[config.mk]
export PLATFORM = sky130hd
export DESIGN_NAME = rsc_top
export DESIGN_NICKNAME = d
export VERILOG_FILES = /design/src/rtl/rsc_pkg.sv /design/src/rtl/rsc_top.sv
export SDC_FILE = /design/constraint.sdc
export NUM_CORES = 1
export LEC_CHECK = 0
export ABC_CLOCK_PERIOD_IN_PS = 4100
export BUFFER_PORTS_ARGS = -buffer_cell sky130_fd_sc_hd__buf_2
export CAP_MARGIN = 0
export CELL_PAD_IN_SITES_DETAIL_PLACEMENT = 1
export CELL_PAD_IN_SITES_GLOBAL_PLACEMENT = 2
export CORE_MARGIN = 2
export CORE_UTILIZATION = 37
export CTS_CLUSTER_SIZE = 20
export DETAILED_ROUTE_END_ITERATION = 6
export PLACE_DENSITY = 0.85
export SLEW_MARGIN = 5
export SYNTH_ARGS = -nofsm -noshare
export SYNTH_HDL_FRONTEND = slang
export SYNTH_SLANG_ARGS = --single-unit
[constraint.sdc]
create_clock -name clock_i -period 4.1 [get_ports clock_i]
set_input_delay 0.82 -clock clock_i [delete_from_list [all_inputs] [get_ports clock_i]]
set_output_delay 0.82 -clock clock_i [all_outputs]
set_load 0.1 [all_outputs]
[src/rtl/rsc_pkg.sv]
// Constants for the redundancy switchover control block
package rsc_pkg;

  // ----------------------------------------------------------------
  // Timing
  // ----------------------------------------------------------------
  localparam int unsigned CLK_HZ          = 10_000_000;
  localparam int unsigned POLL_PERIOD_MS  = 2000;
  localparam int unsigned LINK_TIMEOUT_MS = 6000;
  localparam int unsigned POLL_CYCLES     = POLL_PERIOD_MS * (CLK_HZ / 1000);
  localparam int unsigned TIMEOUT_CYCLES  = LINK_TIMEOUT_MS * (CLK_HZ / 1000);

  // ----------------------------------------------------------------
  // Register byte offsets
  // ----------------------------------------------------------------
  localparam logic [7:0] OFS_CTRL   = 8'h00;
  localparam logic [7:0] OFS_TRIM   = 8'h04;
  localparam logic [7:0] OFS_STATUS = 8'h08;
  localparam logic [7:0] OFS_OUTS   = 8'h0C;

  // ----------------------------------------------------------------
  // Control register fields
  // ----------------------------------------------------------------
  localparam int CTL_SWM_LSB   = 0;
  localparam int CTL_OFL_LSB   = 2;
  localparam int CTL_AREC      = 5;
  localparam int CTL_AMP       = 6;
  localparam int CTL_MUTE      = 7;
  localparam int CTL_AUX       = 8;
  localparam int CTL_LNB_LSB   = 9;
  localparam int CTL_BT        = 12;
  localparam int CTL_FORCE     = 13;

  // Status register fields
  localparam int STA_ONLINE    = 0;
  localparam int STA_LINK_UP   = 1;
  localparam int STA_LINK_LOST = 2;
  localparam int STA_FAULT     = 3;
  localparam int STA_MODE_ERR  = 4;
  localparam int STA_MISMATCH  = 5;
  localparam int STA_THROW     = 6;
  localparam int STA_PEER_FLT  = 7;

  // ----------------------------------------------------------------
  // Switch modes and reset values
  // ----------------------------------------------------------------
  localparam logic [1:0] SWM_STANDALONE = 2'h0;
  localparam logic [1:0] SWM_TX         = 2'h1;
  localparam logic [1:0] SWM_TXRX       = 2'h2;
  localparam logic [1:0] RST_SWM        = 2'h0;
  localparam logic [2:0] RST_OFL        = 3'h0;
  localparam logic [2:0] RST_LNB        = 3'h0;
  localparam logic [7:0] RST_TRIM       = 8'h00;

  typedef enum logic [1:0] {
    RSC_LINK_NONE,
    RSC_LINK_UP,
    RSC_LINK_LOST
  } rsc_link_t;

endpackage

[src/rtl/rsc_top.sv]
// Redundancy switchover control with AHB-Lite register slave
//
// How it works
// Peer faulted, self healthy: take over
// Link seen then timed out: take over
// Switch positions disagree: take over
// Forced online command throws the switches
// Offline mute enabled mutes offline transmit
// Redundancy bias tee is inverse of mute
// Direct bias tee writes rejected, mode error
// Offline mute matrix applies in mode 2
// Online unit keeps user settings, bias per matrix
// Offline mute and amplifier forced per selection
// Offline bias tee and LNB forced per selection
// Offline unit polls and copies peer settings
// Follow takes peer value, forced ignores it
// LNB selection decodes to voltage and tone
// Online command reports status, write forces active
// Switch mode selects redundancy or standalone
// Autorecover picks latched or self-clearing faults
// Attenuation trim is local, never copied
// Online when transmit switch routes to antenna
// Standalone always online, switches ignored
// Only the offline unit drives the switches
// Peer answers polls over the link
// Faulted offline unit never drives switches
//
// Chosen here: the register addresses and the AHB-Lite interface to the registers.
`timescale 1ns/1ns
module rsc_top #(
  parameter int unsigned POLL_CYCLES    = rsc_pkg::POLL_CYCLES,
  parameter int unsigned TIMEOUT_CYCLES = rsc_pkg::TIMEOUT_CYCLES
) (
  input  wire logic        clock_i,
  input  wire logic        rst_n_i,
  input  wire logic        hsel_i,
  input  wire logic [31:0] haddr_i,
  input  wire logic [1:0]  htrans_i,
  input  wire logic        hwrite_i,
  input  wire logic [2:0]  hsize_i,
  input  wire logic [31:0] hwdata_i,
  input  wire logic        hready_i,
  output logic             hreadyout_o,
  output logic             hresp_o,
  output logic [31:0]      hrdata_o,
  input  wire logic        local_fault_i,
  input  wire logic        tx_pos_i,
  input  wire logic        rx_pos_i,
  input  wire logic        peer_resp_i,
  input  wire logic        peer_fault_i,
  input  wire logic        peer_amp_i,
  input  wire logic        peer_mute_i,
  input  wire logic        peer_aux_i,
  input  wire logic [2:0]  peer_lnb_i,
  output logic             peer_poll_o,
  output logic             wg_throw_o,
  output logic             online_o,
  output logic             tx_mute_o,
  output logic             amplifier_on_o,
  output logic             aux_mute_o,
  output logic             rx_bias_tee_switch_o,
  output logic             lnb_en_o,
  output logic             lnb_18v_o,
  output logic             lnb_tone_o,
  output logic [7:0]       attenuation_trim_o
);

  // ----------------------------------------------------------------
  // State
  // ----------------------------------------------------------------
  typedef struct packed {
    logic [1:0]        swm;
    logic [2:0]        ofl;
    logic              arec;
    logic              amplifier_on;
    logic              mute;
    logic              aux;
    logic [2:0]        lnb;
    logic              bt;
    logic [7:0]        trim;
    logic              force_on;
    logic              fault;
    logic              mode_err;
    rsc_pkg::rsc_link_t link;
    logic [31:0]       link_cnt;
    logic [31:0]       poll_cnt;
    logic              p_fault;
    logic              p_amp;
    logic              p_mute;
    logic              p_aux;
    logic [2:0]        p_lnb;
    logic              a_valid;
    logic              a_write;
    logic [7:0]        a_addr;
    logic [31:0]       rdata;
    logic              online;
    logic              throw;
    logic              poll;
    logic              o_mute;
    logic              o_amp;
    logic              o_aux;
    logic              o_bt;
    logic [2:0]        o_lnb;
  } rsc_state_t;

  rsc_state_t r;
  rsc_state_t r_nxt;

  // ----------------------------------------------------------------
  // Decoders
  // ----------------------------------------------------------------
  // selection to {enable, 18V, tone}
  function automatic logic [2:0] lnb_decode(input logic [2:0] sel);
    case (sel)
      3'h1:    lnb_decode = 3'h6;
      3'h2:    lnb_decode = 3'h7;
      3'h3:    lnb_decode = 3'h4;
      3'h4:    lnb_decode = 3'h5;
      default: lnb_decode = 3'h0;
    endcase
  endfunction

  // Forced offline values {mute_f, amp_f, lnb_f, bt_forced, bt_val}
  function automatic logic [4:0] ofl_force(input logic [2:0] ofl);
    case (ofl)
      3'h1:    ofl_force = 5'h12;
      3'h2:    ofl_force = 5'h02;
      3'h3:    ofl_force = 5'h13;
      3'h4:    ofl_force = 5'h06;
      3'h5:    ofl_force = 5'h17;
      3'h6:    ofl_force = 5'h1B;
      3'h7:    ofl_force = 5'h1F;
      default: ofl_force = 5'h00;
    endcase
  endfunction

  // ----------------------------------------------------------------
  // Next state
  // ----------------------------------------------------------------
  logic       redund;
  logic       mismatch;
  logic       online;
  logic [4:0] frc;
  logic       wr_ctrl;
  logic       wr_trim;
  logic       wr_stat;
  logic       resp_ok;

  always_comb begin
    r_nxt    = r;
    // mode zero is standalone
    redund   = (r.swm != rsc_pkg::SWM_STANDALONE);
    // R20: online from the transmit switch only in redundancy
    online   = redund ? tx_pos_i : 1'b1;
    mismatch = (r.swm == rsc_pkg::SWM_TXRX) && (tx_pos_i != rx_pos_i);
    frc      = ofl_force(r.ofl);
    resp_ok  = redund && peer_resp_i;
    wr_ctrl  = r.a_valid && r.a_write && (r.a_addr == rsc_pkg::OFS_CTRL);
    wr_trim  = r.a_valid && r.a_write && (r.a_addr == rsc_pkg::OFS_TRIM);
    wr_stat  = r.a_valid && r.a_write && (r.a_addr == rsc_pkg::OFS_STATUS);

    // AHB-Lite: zero wait states, always OKAY
    r_nxt.a_valid = hsel_i && htrans_i[1] && hready_i;
    r_nxt.a_write = hwrite_i;
    r_nxt.a_addr  = haddr_i[7:0];
    r_nxt.rdata   = 32'h0000_0000;
    if (hsel_i && htrans_i[1] && hready_i && !hwrite_i) begin
      case (haddr_i[7:0])
        rsc_pkg::OFS_CTRL: begin
          r_nxt.rdata[rsc_pkg::CTL_SWM_LSB +: 2] = r.swm;
          r_nxt.rdata[rsc_pkg::CTL_OFL_LSB +: 3] = r.ofl;
          r_nxt.rdata[rsc_pkg::CTL_AREC]         = r.arec;
          r_nxt.rdata[rsc_pkg::CTL_AMP]          = r.amplifier_on;
          r_nxt.rdata[rsc_pkg::CTL_MUTE]         = r.mute;
          r_nxt.rdata[rsc_pkg::CTL_AUX]          = r.aux;
          r_nxt.rdata[rsc_pkg::CTL_LNB_LSB +: 3] = r.lnb;
          r_nxt.rdata[rsc_pkg::CTL_BT]           = r.bt;
          r_nxt.rdata[rsc_pkg::CTL_FORCE]        = r.force_on;
        end
        rsc_pkg::OFS_TRIM:   r_nxt.rdata[7:0] = r.trim;
        rsc_pkg::OFS_STATUS: begin
          // online status readback
          r_nxt.rdata[rsc_pkg::STA_ONLINE]    = r.online;
          r_nxt.rdata[rsc_pkg::STA_LINK_UP]   = (r.link == rsc_pkg::RSC_LINK_UP);
          r_nxt.rdata[rsc_pkg::STA_LINK_LOST] = (r.link == rsc_pkg::RSC_LINK_LOST);
          r_nxt.rdata[rsc_pkg::STA_FAULT]     = r.fault;
          r_nxt.rdata[rsc_pkg::STA_MODE_ERR]  = r.mode_err;
          r_nxt.rdata[rsc_pkg::STA_MISMATCH]  = mismatch;
          r_nxt.rdata[rsc_pkg::STA_THROW]     = r.throw;
          r_nxt.rdata[rsc_pkg::STA_PEER_FLT]  = r.p_fault;
        end
        rsc_pkg::OFS_OUTS: r_nxt.rdata[6:0] = {r.o_lnb, r.o_bt, r.o_aux, r.o_amp, r.o_mute};
        default: r_nxt.rdata = 32'h0000_0000;
      endcase
    end

    // Register writes
    if (wr_ctrl) begin
      r_nxt.swm  = hwdata_i[rsc_pkg::CTL_SWM_LSB +: 2];
      r_nxt.ofl  = hwdata_i[rsc_pkg::CTL_OFL_LSB +: 3];
      r_nxt.arec = hwdata_i[rsc_pkg::CTL_AREC];
      r_nxt.amplifier_on  = hwdata_i[rsc_pkg::CTL_AMP];
      r_nxt.mute = hwdata_i[rsc_pkg::CTL_MUTE];
      r_nxt.aux  = hwdata_i[rsc_pkg::CTL_AUX];
      r_nxt.lnb  = hwdata_i[rsc_pkg::CTL_LNB_LSB +: 3];
      // bias tee locked in redundancy mode
      if (redund && (hwdata_i[rsc_pkg::CTL_BT] != r.bt)) begin
        r_nxt.mode_err = 1'b1;
      end else begin
        r_nxt.bt = hwdata_i[rsc_pkg::CTL_BT];
      end
      // R15: writing one forces the unit active
      r_nxt.force_on = r.force_on | hwdata_i[rsc_pkg::CTL_FORCE];
    end
    // trim is local only
    r_nxt.trim = wr_trim ? hwdata_i[7:0] : r.trim;
    r_nxt.mode_err = r_nxt.mode_err && !(wr_stat && hwdata_i[rsc_pkg::STA_MODE_ERR]);
    // Force request retires once online
    r_nxt.force_on = r_nxt.force_on && !online;

    // latched or self-clearing fault, set wins
    if (r.arec) begin
      r_nxt.fault = local_fault_i;
    end else if (local_fault_i) begin
      r_nxt.fault = 1'b1;
    end else if (wr_stat && hwdata_i[rsc_pkg::STA_FAULT]) begin
      r_nxt.fault = 1'b0;
    end

    // periodic poll of the peer
    r_nxt.poll = 1'b0;
    if (!redund) begin
      r_nxt.poll_cnt = 32'h0000_0000;
    end else if (r.poll_cnt >= POLL_CYCLES - 1) begin
      r_nxt.poll_cnt = 32'h0000_0000;
      r_nxt.poll     = 1'b1;
    end else begin
      r_nxt.poll_cnt = r.poll_cnt + 32'h0000_0001;
    end

    // R13: answers refresh the followed copies
    if (resp_ok) begin
      r_nxt.p_fault = peer_fault_i;
      r_nxt.p_amp   = peer_amp_i;
      r_nxt.p_mute  = peer_mute_i;
      r_nxt.p_aux   = peer_aux_i;
      r_nxt.p_lnb   = peer_lnb_i;
    end

    // link supervision
    r_nxt.link_cnt = resp_ok ? 32'h0000_0000 : r.link_cnt + 32'h0000_0001;
    case (r.link)
      rsc_pkg::RSC_LINK_NONE, rsc_pkg::RSC_LINK_LOST: begin
        r_nxt.link_cnt = 32'h0000_0000;
        if (resp_ok) begin
          r_nxt.link = rsc_pkg::RSC_LINK_UP;
        end
      end
      rsc_pkg::RSC_LINK_UP: begin
        if (!resp_ok && (r.link_cnt >= TIMEOUT_CYCLES - 1)) begin
          r_nxt.link = rsc_pkg::RSC_LINK_LOST;
        end
      end
      default: r_nxt.link = rsc_pkg::RSC_LINK_NONE;
    endcase
    if (!redund) begin
      r_nxt.link = rsc_pkg::RSC_LINK_NONE;
    end

    // R3: R4: R21: R23: only a healthy offline unit throws
    r_nxt.online = online;
    r_nxt.throw  = redund && !online && !r.fault &&
                   ((r.p_fault && (r.link == rsc_pkg::RSC_LINK_UP)) ||
                    (r.link == rsc_pkg::RSC_LINK_LOST) || mismatch || r.force_on);

    // online unit keeps user settings
    r_nxt.o_mute = r.mute;
    r_nxt.o_amp  = r.amplifier_on;
    r_nxt.o_aux  = r.aux;
    r_nxt.o_lnb  = lnb_decode(r.lnb);
    r_nxt.o_bt   = r.bt;
    if (redund) begin
      // bias tee is inverse of mute
      r_nxt.o_bt = !r.mute;
      if (r.swm == rsc_pkg::SWM_TXRX && r.ofl != 3'h0) begin
        r_nxt.o_bt = (r.ofl != 3'h2);
      end
    end
    if (redund && !online) begin
      // offline follows the peer copies
      r_nxt.o_mute = r.p_mute;
      r_nxt.o_amp  = r.p_amp;
      r_nxt.o_aux  = r.p_aux;
      r_nxt.o_lnb  = lnb_decode(r.p_lnb);
      r_nxt.o_bt   = !r.p_mute;
      if (r.swm == rsc_pkg::SWM_TXRX) begin
        // R10: R11: forcing matrix
        r_nxt.o_mute = r_nxt.o_mute | frc[4];
        r_nxt.o_amp  = r_nxt.o_amp & !frc[3];
        r_nxt.o_bt   = frc[1] ? frc[0] : !r_nxt.o_mute;
        r_nxt.o_lnb  = frc[2] ? 3'h0 : r_nxt.o_lnb;
      end else if (r.ofl != 3'h0) begin
        // offline mute in transmit-only mode
        r_nxt.o_mute = 1'b1;
        r_nxt.o_bt   = 1'b0;
      end
    end
  end

  // ----------------------------------------------------------------
  // Registers
  // ----------------------------------------------------------------
  always_ff @(posedge clock_i or negedge rst_n_i) begin
    if (!rst_n_i) begin
      r          <= '0;
      r.swm      <= rsc_pkg::RST_SWM;
      r.ofl      <= rsc_pkg::RST_OFL;
      r.lnb      <= rsc_pkg::RST_LNB;
      r.trim     <= rsc_pkg::RST_TRIM;
      r.link     <= rsc_pkg::RSC_LINK_NONE;
      r.online   <= 1'b1;
      r.o_bt     <= 1'b0;
    end else begin
      r <= r_nxt;
    end
  end

  // ----------------------------------------------------------------
  // Outputs
  // ----------------------------------------------------------------
  logic hreadyout_r;
  always_ff @(posedge clock_i or negedge rst_n_i) begin
    if (!rst_n_i) begin
      hreadyout_r <= 1'b0;
    end else begin
      hreadyout_r <= 1'b1;
    end
  end

  assign hreadyout_o          = hreadyout_r;
  assign hresp_o              = 1'b0;
  assign hrdata_o             = r.rdata;
  assign peer_poll_o          = r.poll;
  assign wg_throw_o           = r.throw;
  assign online_o             = r.online;
  assign tx_mute_o            = r.o_mute;
  assign amplifier_on_o       = r.o_amp;
  assign aux_mute_o           = r.o_aux;
  assign rx_bias_tee_switch_o = r.o_bt;
  assign lnb_en_o             = r.o_lnb[2];
  assign lnb_18v_o            = r.o_lnb[1];
  assign lnb_tone_o           = r.o_lnb[0];
  assign attenuation_trim_o   = r.trim;
endmodule

### Word-level counts from Yosys, hierarchy flattened

Index checks and enable logic that the tools add are counted.

| word-level totals | value |
|---|---|
| register bits after elaboration | 150 |

| cells by class | value |
|---|---|
| bitwise operators | 4 |
| multiplexer cells | 35 |
| reductions and logical operators | 41 |
| eq/ne operators | 28 |
| $lt $le $gt $ge | 2 |
| $add $sub $neg | 2 |

Operators with widths:

| operator | count |
|---|---|
| 32-bit 2-to-1 mux | 4 |
| 32-bit by 1-bit adder with 32-bit output (second input constant) | 2 |
| 5-bit case mux with 7 select lines | 1 |
| 32-bit by 25-bit >= comparator with 1-bit output (second input constant) | 1 |
| 32-bit by 26-bit >= comparator with 1-bit output (second input constant) | 1 |
| 7-bit case mux with 4 select lines | 1 |
| 8-bit by 4-bit == test with 1-bit output (second input constant) | 3 |
| 3-bit case mux with 4 select lines | 2 |
| 1-bit logical AND | 20 |
| 3-bit by 2-bit == test with 1-bit output (second input constant) | 6 |
| 3-bit == test (second input constant) | 6 |
| 1-bit 2-to-1 mux | 17 |
| 8-bit by 3-bit == test with 1-bit output (second input constant) | 2 |
| 8-bit zero test | 2 |
| 14-bit 2-to-1 mux | 1 |
| 3-bit by 1-bit == test with 1-bit output (second input constant) | 3 |
| 1-bit zero test | 9 |
| 7-bit 2-to-1 mux | 1 |
| 2-bit 2-to-1 mux | 3 |
| 3-bit 2-to-1 mux | 2 |
| 6-bit 2-to-1 mux | 1 |
| 3-bit by 2-bit != test with 1-bit output (second input constant) | 2 |
| 3-bit nonzero test | 2 |
| 2-bit == test (second input constant) | 2 |
| other kinds (13) | 18 |

### Longest topological paths before layout

| logic depth | value |
|---|---|
| depth in word-level cells | 7 |
| mapped depth | 8 |

### Worst setup path after synthesis

No wires, ideal clock.

| path | value |
|---|---|
| path type | reg2reg |
| from | register r[47] (netlist name) |
| to | register r[140] (netlist name) |
| setup slack | 2.064 ns |
| required time | 3.973 ns |
| arrival | 1.909 ns |
| stages on the path, launching flop included | 7 |
| cells stage by stage | dfrtp_1 or4_4 nor4_4 and2b_1 buf_4 buf_6 mux2_1 |

| between the ends | value |
|---|---|
| longest elaborated chain between the ends | 2 |

RTL lines:

| item | RTL line | text |
|---|---|---|
| start, declared | rsc_top.sv:106 | `rsc_state_t r;` |
| start signal, assigned | rsc_top.sv:324 | `r <= r_nxt;` |
| 8-bit zero test | rsc_top.sv:158 | `wr_ctrl = r.a_valid && r.a_write && (r.a_addr == rsc_pkg::OFS_CTRL);` |
| 1-bit logical AND | rsc_top.sv:158 |  |

No other way between the ends.
A chain may end at the register's enable or synchronous reset.

==> impl_metrics.ini <==
[synthesis]
synth_area_leaders = dfrtp_1 53%, xor2_1 6.2%, buf_4 5.1%
ys_seq_area_share_pct = 53.4
synth-edff-count = 0
synth-seq-cells = 132
synthFlopType = dfrtp_1
synth_largest_area_cell = dfrtp_1
netlist_instances = 567
ys_warn_count = 0
async_flop_share_pct = 100
netlist_area_um2 = 6190
yosysTopAreaCellShare_pct = 52.9
synthDistinctLibCells = 50
synth_area_per_cell_um2 = 10.9

[drt]
firstDrtPassIters = 4
ant_nets = 0
drcViolationCount = 0
routed_via_density = 5.05
drt_iter0_drc = 221
wl_per_cell_um = 16.3
via_count = 4327
wl_um = 13900

[layout]
nNetsFinal = 710
final_common_cell = dfrtp_1
syn2layout_area_growth_pct = 15.0
fillers = 1833
drive_gt1_share_pct = 22.2
n_antenna_cell = 0
design_area_um2 = 7120
layout_common_cells = 131 x dfrtp_1, 77 x nor2_1, 70 x buf_2

[timing]
tns_ps = 0
final_hold_viol_count = 0
rsz0062_at_grt = false
final.min_clock_period_ps = 2570
max_freq_mhz = 389
worstMarginPinSlew_ps = 979
setup_viol = 0
relSlewSlack_pct = 34.5
fin_skew_ps = 6.93
timing.final.crit_share_pct = 62.7
drv_slew = 0

[clock_tree]
clockRootBuffer = clkbuf_16
cts_setup_buffers = 0
numCtsBuffers = 17
cts-htree-levels = 4
hold_buffers = 0
insertion_delay_ps = 420
clk_pin_slew_worst_paths_ps = 60
clock_sinks = 132
cts_resized = 0
ctsLongestPathBuffers = 2
cts_tree = built

[power_and_ir_drop]
power_density_nw_per_um2 = 430
internal_power_mw = 2.28
ir_drop_uv = 299
p_switching_uw = 784
power_leakage_nw = 3.24
power_frac_comb_pct = 7.6
power_switching_share_pct = 25.6
seqPwrFrac_pct = 44.0
clockPowerShare_pct = 48.4

[die]
die_area_um2 = 17800
fp.dieW_um = 133
core_area_um2 = 16500
die_h_um = 133
start_util_pct = 37.6
io_pins = 137
rows = 47

[setup_path]
end_kind = register
path_class = register to register
cp.arrival_ps = 2890
setup.worst_path.start_class = register
required_ps = 4420
critical_path_peak_fanout = 25
reg2reg_setup_slack_ps = 1530

[global_route]
grt_pass1_vias = 4579
grt_max_degree = 79
grt_use_total_pct = 16.8
grt_overflow = 0
antenna_found_initial = 0
grt_pass1_wl_um = 23600

[flow_run]
max_cap_viol_count = 0

[place]
dpl-instance-area_um2 = 6540
gp_congestion = 0.776
place.port_buffers = 71
dpl.hpwl_um = 9850

[hold_path]
hp-class = register to register

[status]
status = complete, no violations
==> cell type report <==
class	instances	area (um2)	share of cell area [%]
Clock buffer	18	429	6.02
Sequential cell	132	3300	46.4
Clock inverter	14	154	2.16
Tap cell	220	275	3.86
Inverter	9	33.8	0.474
Timing Repair Buffer	73	385	5.41
Multi-Input combinational cell	390	2540	35.7
==> power groups by stage <==
stage / Combinational, mW / Sequential (mW) / Clock, mW
2_1_floorplan: 0.172 / 1.38 / 0
3_3_place_gp: 0.231 / 1.37 / 0
3_5_place_dp: 0.236 / 1.37 / 0
4_1_cts: 0.237 / 1.35 / 1.52
5_1_grt: 0.249 / 1.35 / 1.58
6_report: 0.234 / 1.35 / 1.48
==> state kept, by name (all words and copies together), names as in the netlist <==
name                  flops
lnb_18v_o                 1
r                        99
peer_poll_o               1
hrdata_o                 14
lnb_tone_o                1
aux_mute_o                1
amplifier_on_o            1
hreadyout_o               1
online_o                  1
tx_mute_o                 1
lnb_en_o                  1
wg_throw_o                1
attenuation_trim_o        8
rx_bias_tee_switch_o      1
==> kinds of logic after synthesis <==
family          after synthesis  share of synthesized area, %
compound gates               38                          3.94
xor+xnor                     60                          8.48
fa+ha+maj                     3                         0.566
buf+inv                      70                          7.11
flops                       132                          53.4
mux                          35                          7.96
other cells                   2                         0.121
simple gates                227                          18.5
==> layer usage <==
metal  share of wire, %  global-route usage (%)  up-vias
met5                  0                       0        -
met4                1.5                    5.44        0
met3                5.1                    4.83       21
met2                 50                    28.2      104
met1                 44                    21.0     2212
li1                   -                       -     1990
==> cell usage after synthesis (5+ instances only) <==
library cell,instances
buf_4,42
clkbuf_1,11
inv_1,9
nor2b_1,9
mux2_4,9
dfrtp_1,131
mux2_1,5
mux4_2,6
a21oi_1,9
mux2_2,13
and2_1,8
and3_1,12
xnor2_1,16
nand3_1,25
nor3_1,9
nand4_1,24
nor2_1,77
o21ai_0,11
xor2_1,44
nand2_1,35
nor4_1,8
==> path summary, 6_finish.rpt <==
check	to	from	depth (start not counted)
hold reg to reg	wg_throw_o	r[126]	1
hold / removal	wg_throw_o	r[126]	1
setup / recovery	r[78]	r[78]	5
max in group asynchronous	r[97]	rst_n_i	2
min in group asynchronous	attenuation_trim_o[3]	rst_n_i	1
setup reg to reg	r[78]	r[78]	5
==> metrics by stage <==
| step | hold slack [ps] | util (%) | power, mW | worst slack [ps] | std cells |
|---|---|---|---|---|---|
| global route | 513 | 43.3 | 3.17 | 1270 | 856 |
| global placement | 462 | 39.7 | 1.60 | 1590 | 824 |
| CTS | 475 | 43.3 | 3.10 | 1450 | 856 |
| finish | 466 | 43.3 | 3.06 | 1530 | 856 |
| floorplan | 431 | - | 1.55 | 2060 | 592 |
| detailed placement | 469 | 39.7 | 1.60 | 1520 | 824 |
==> worst max-delay path, cell delays in order (launching register included) <==
cell     delay, ps
dfrtp_1        410
or3_1          410
a311o_1        370
a21oi_1        210
nand3_1        720
nor2_1         350
Power figures use the tool's default switching activity.
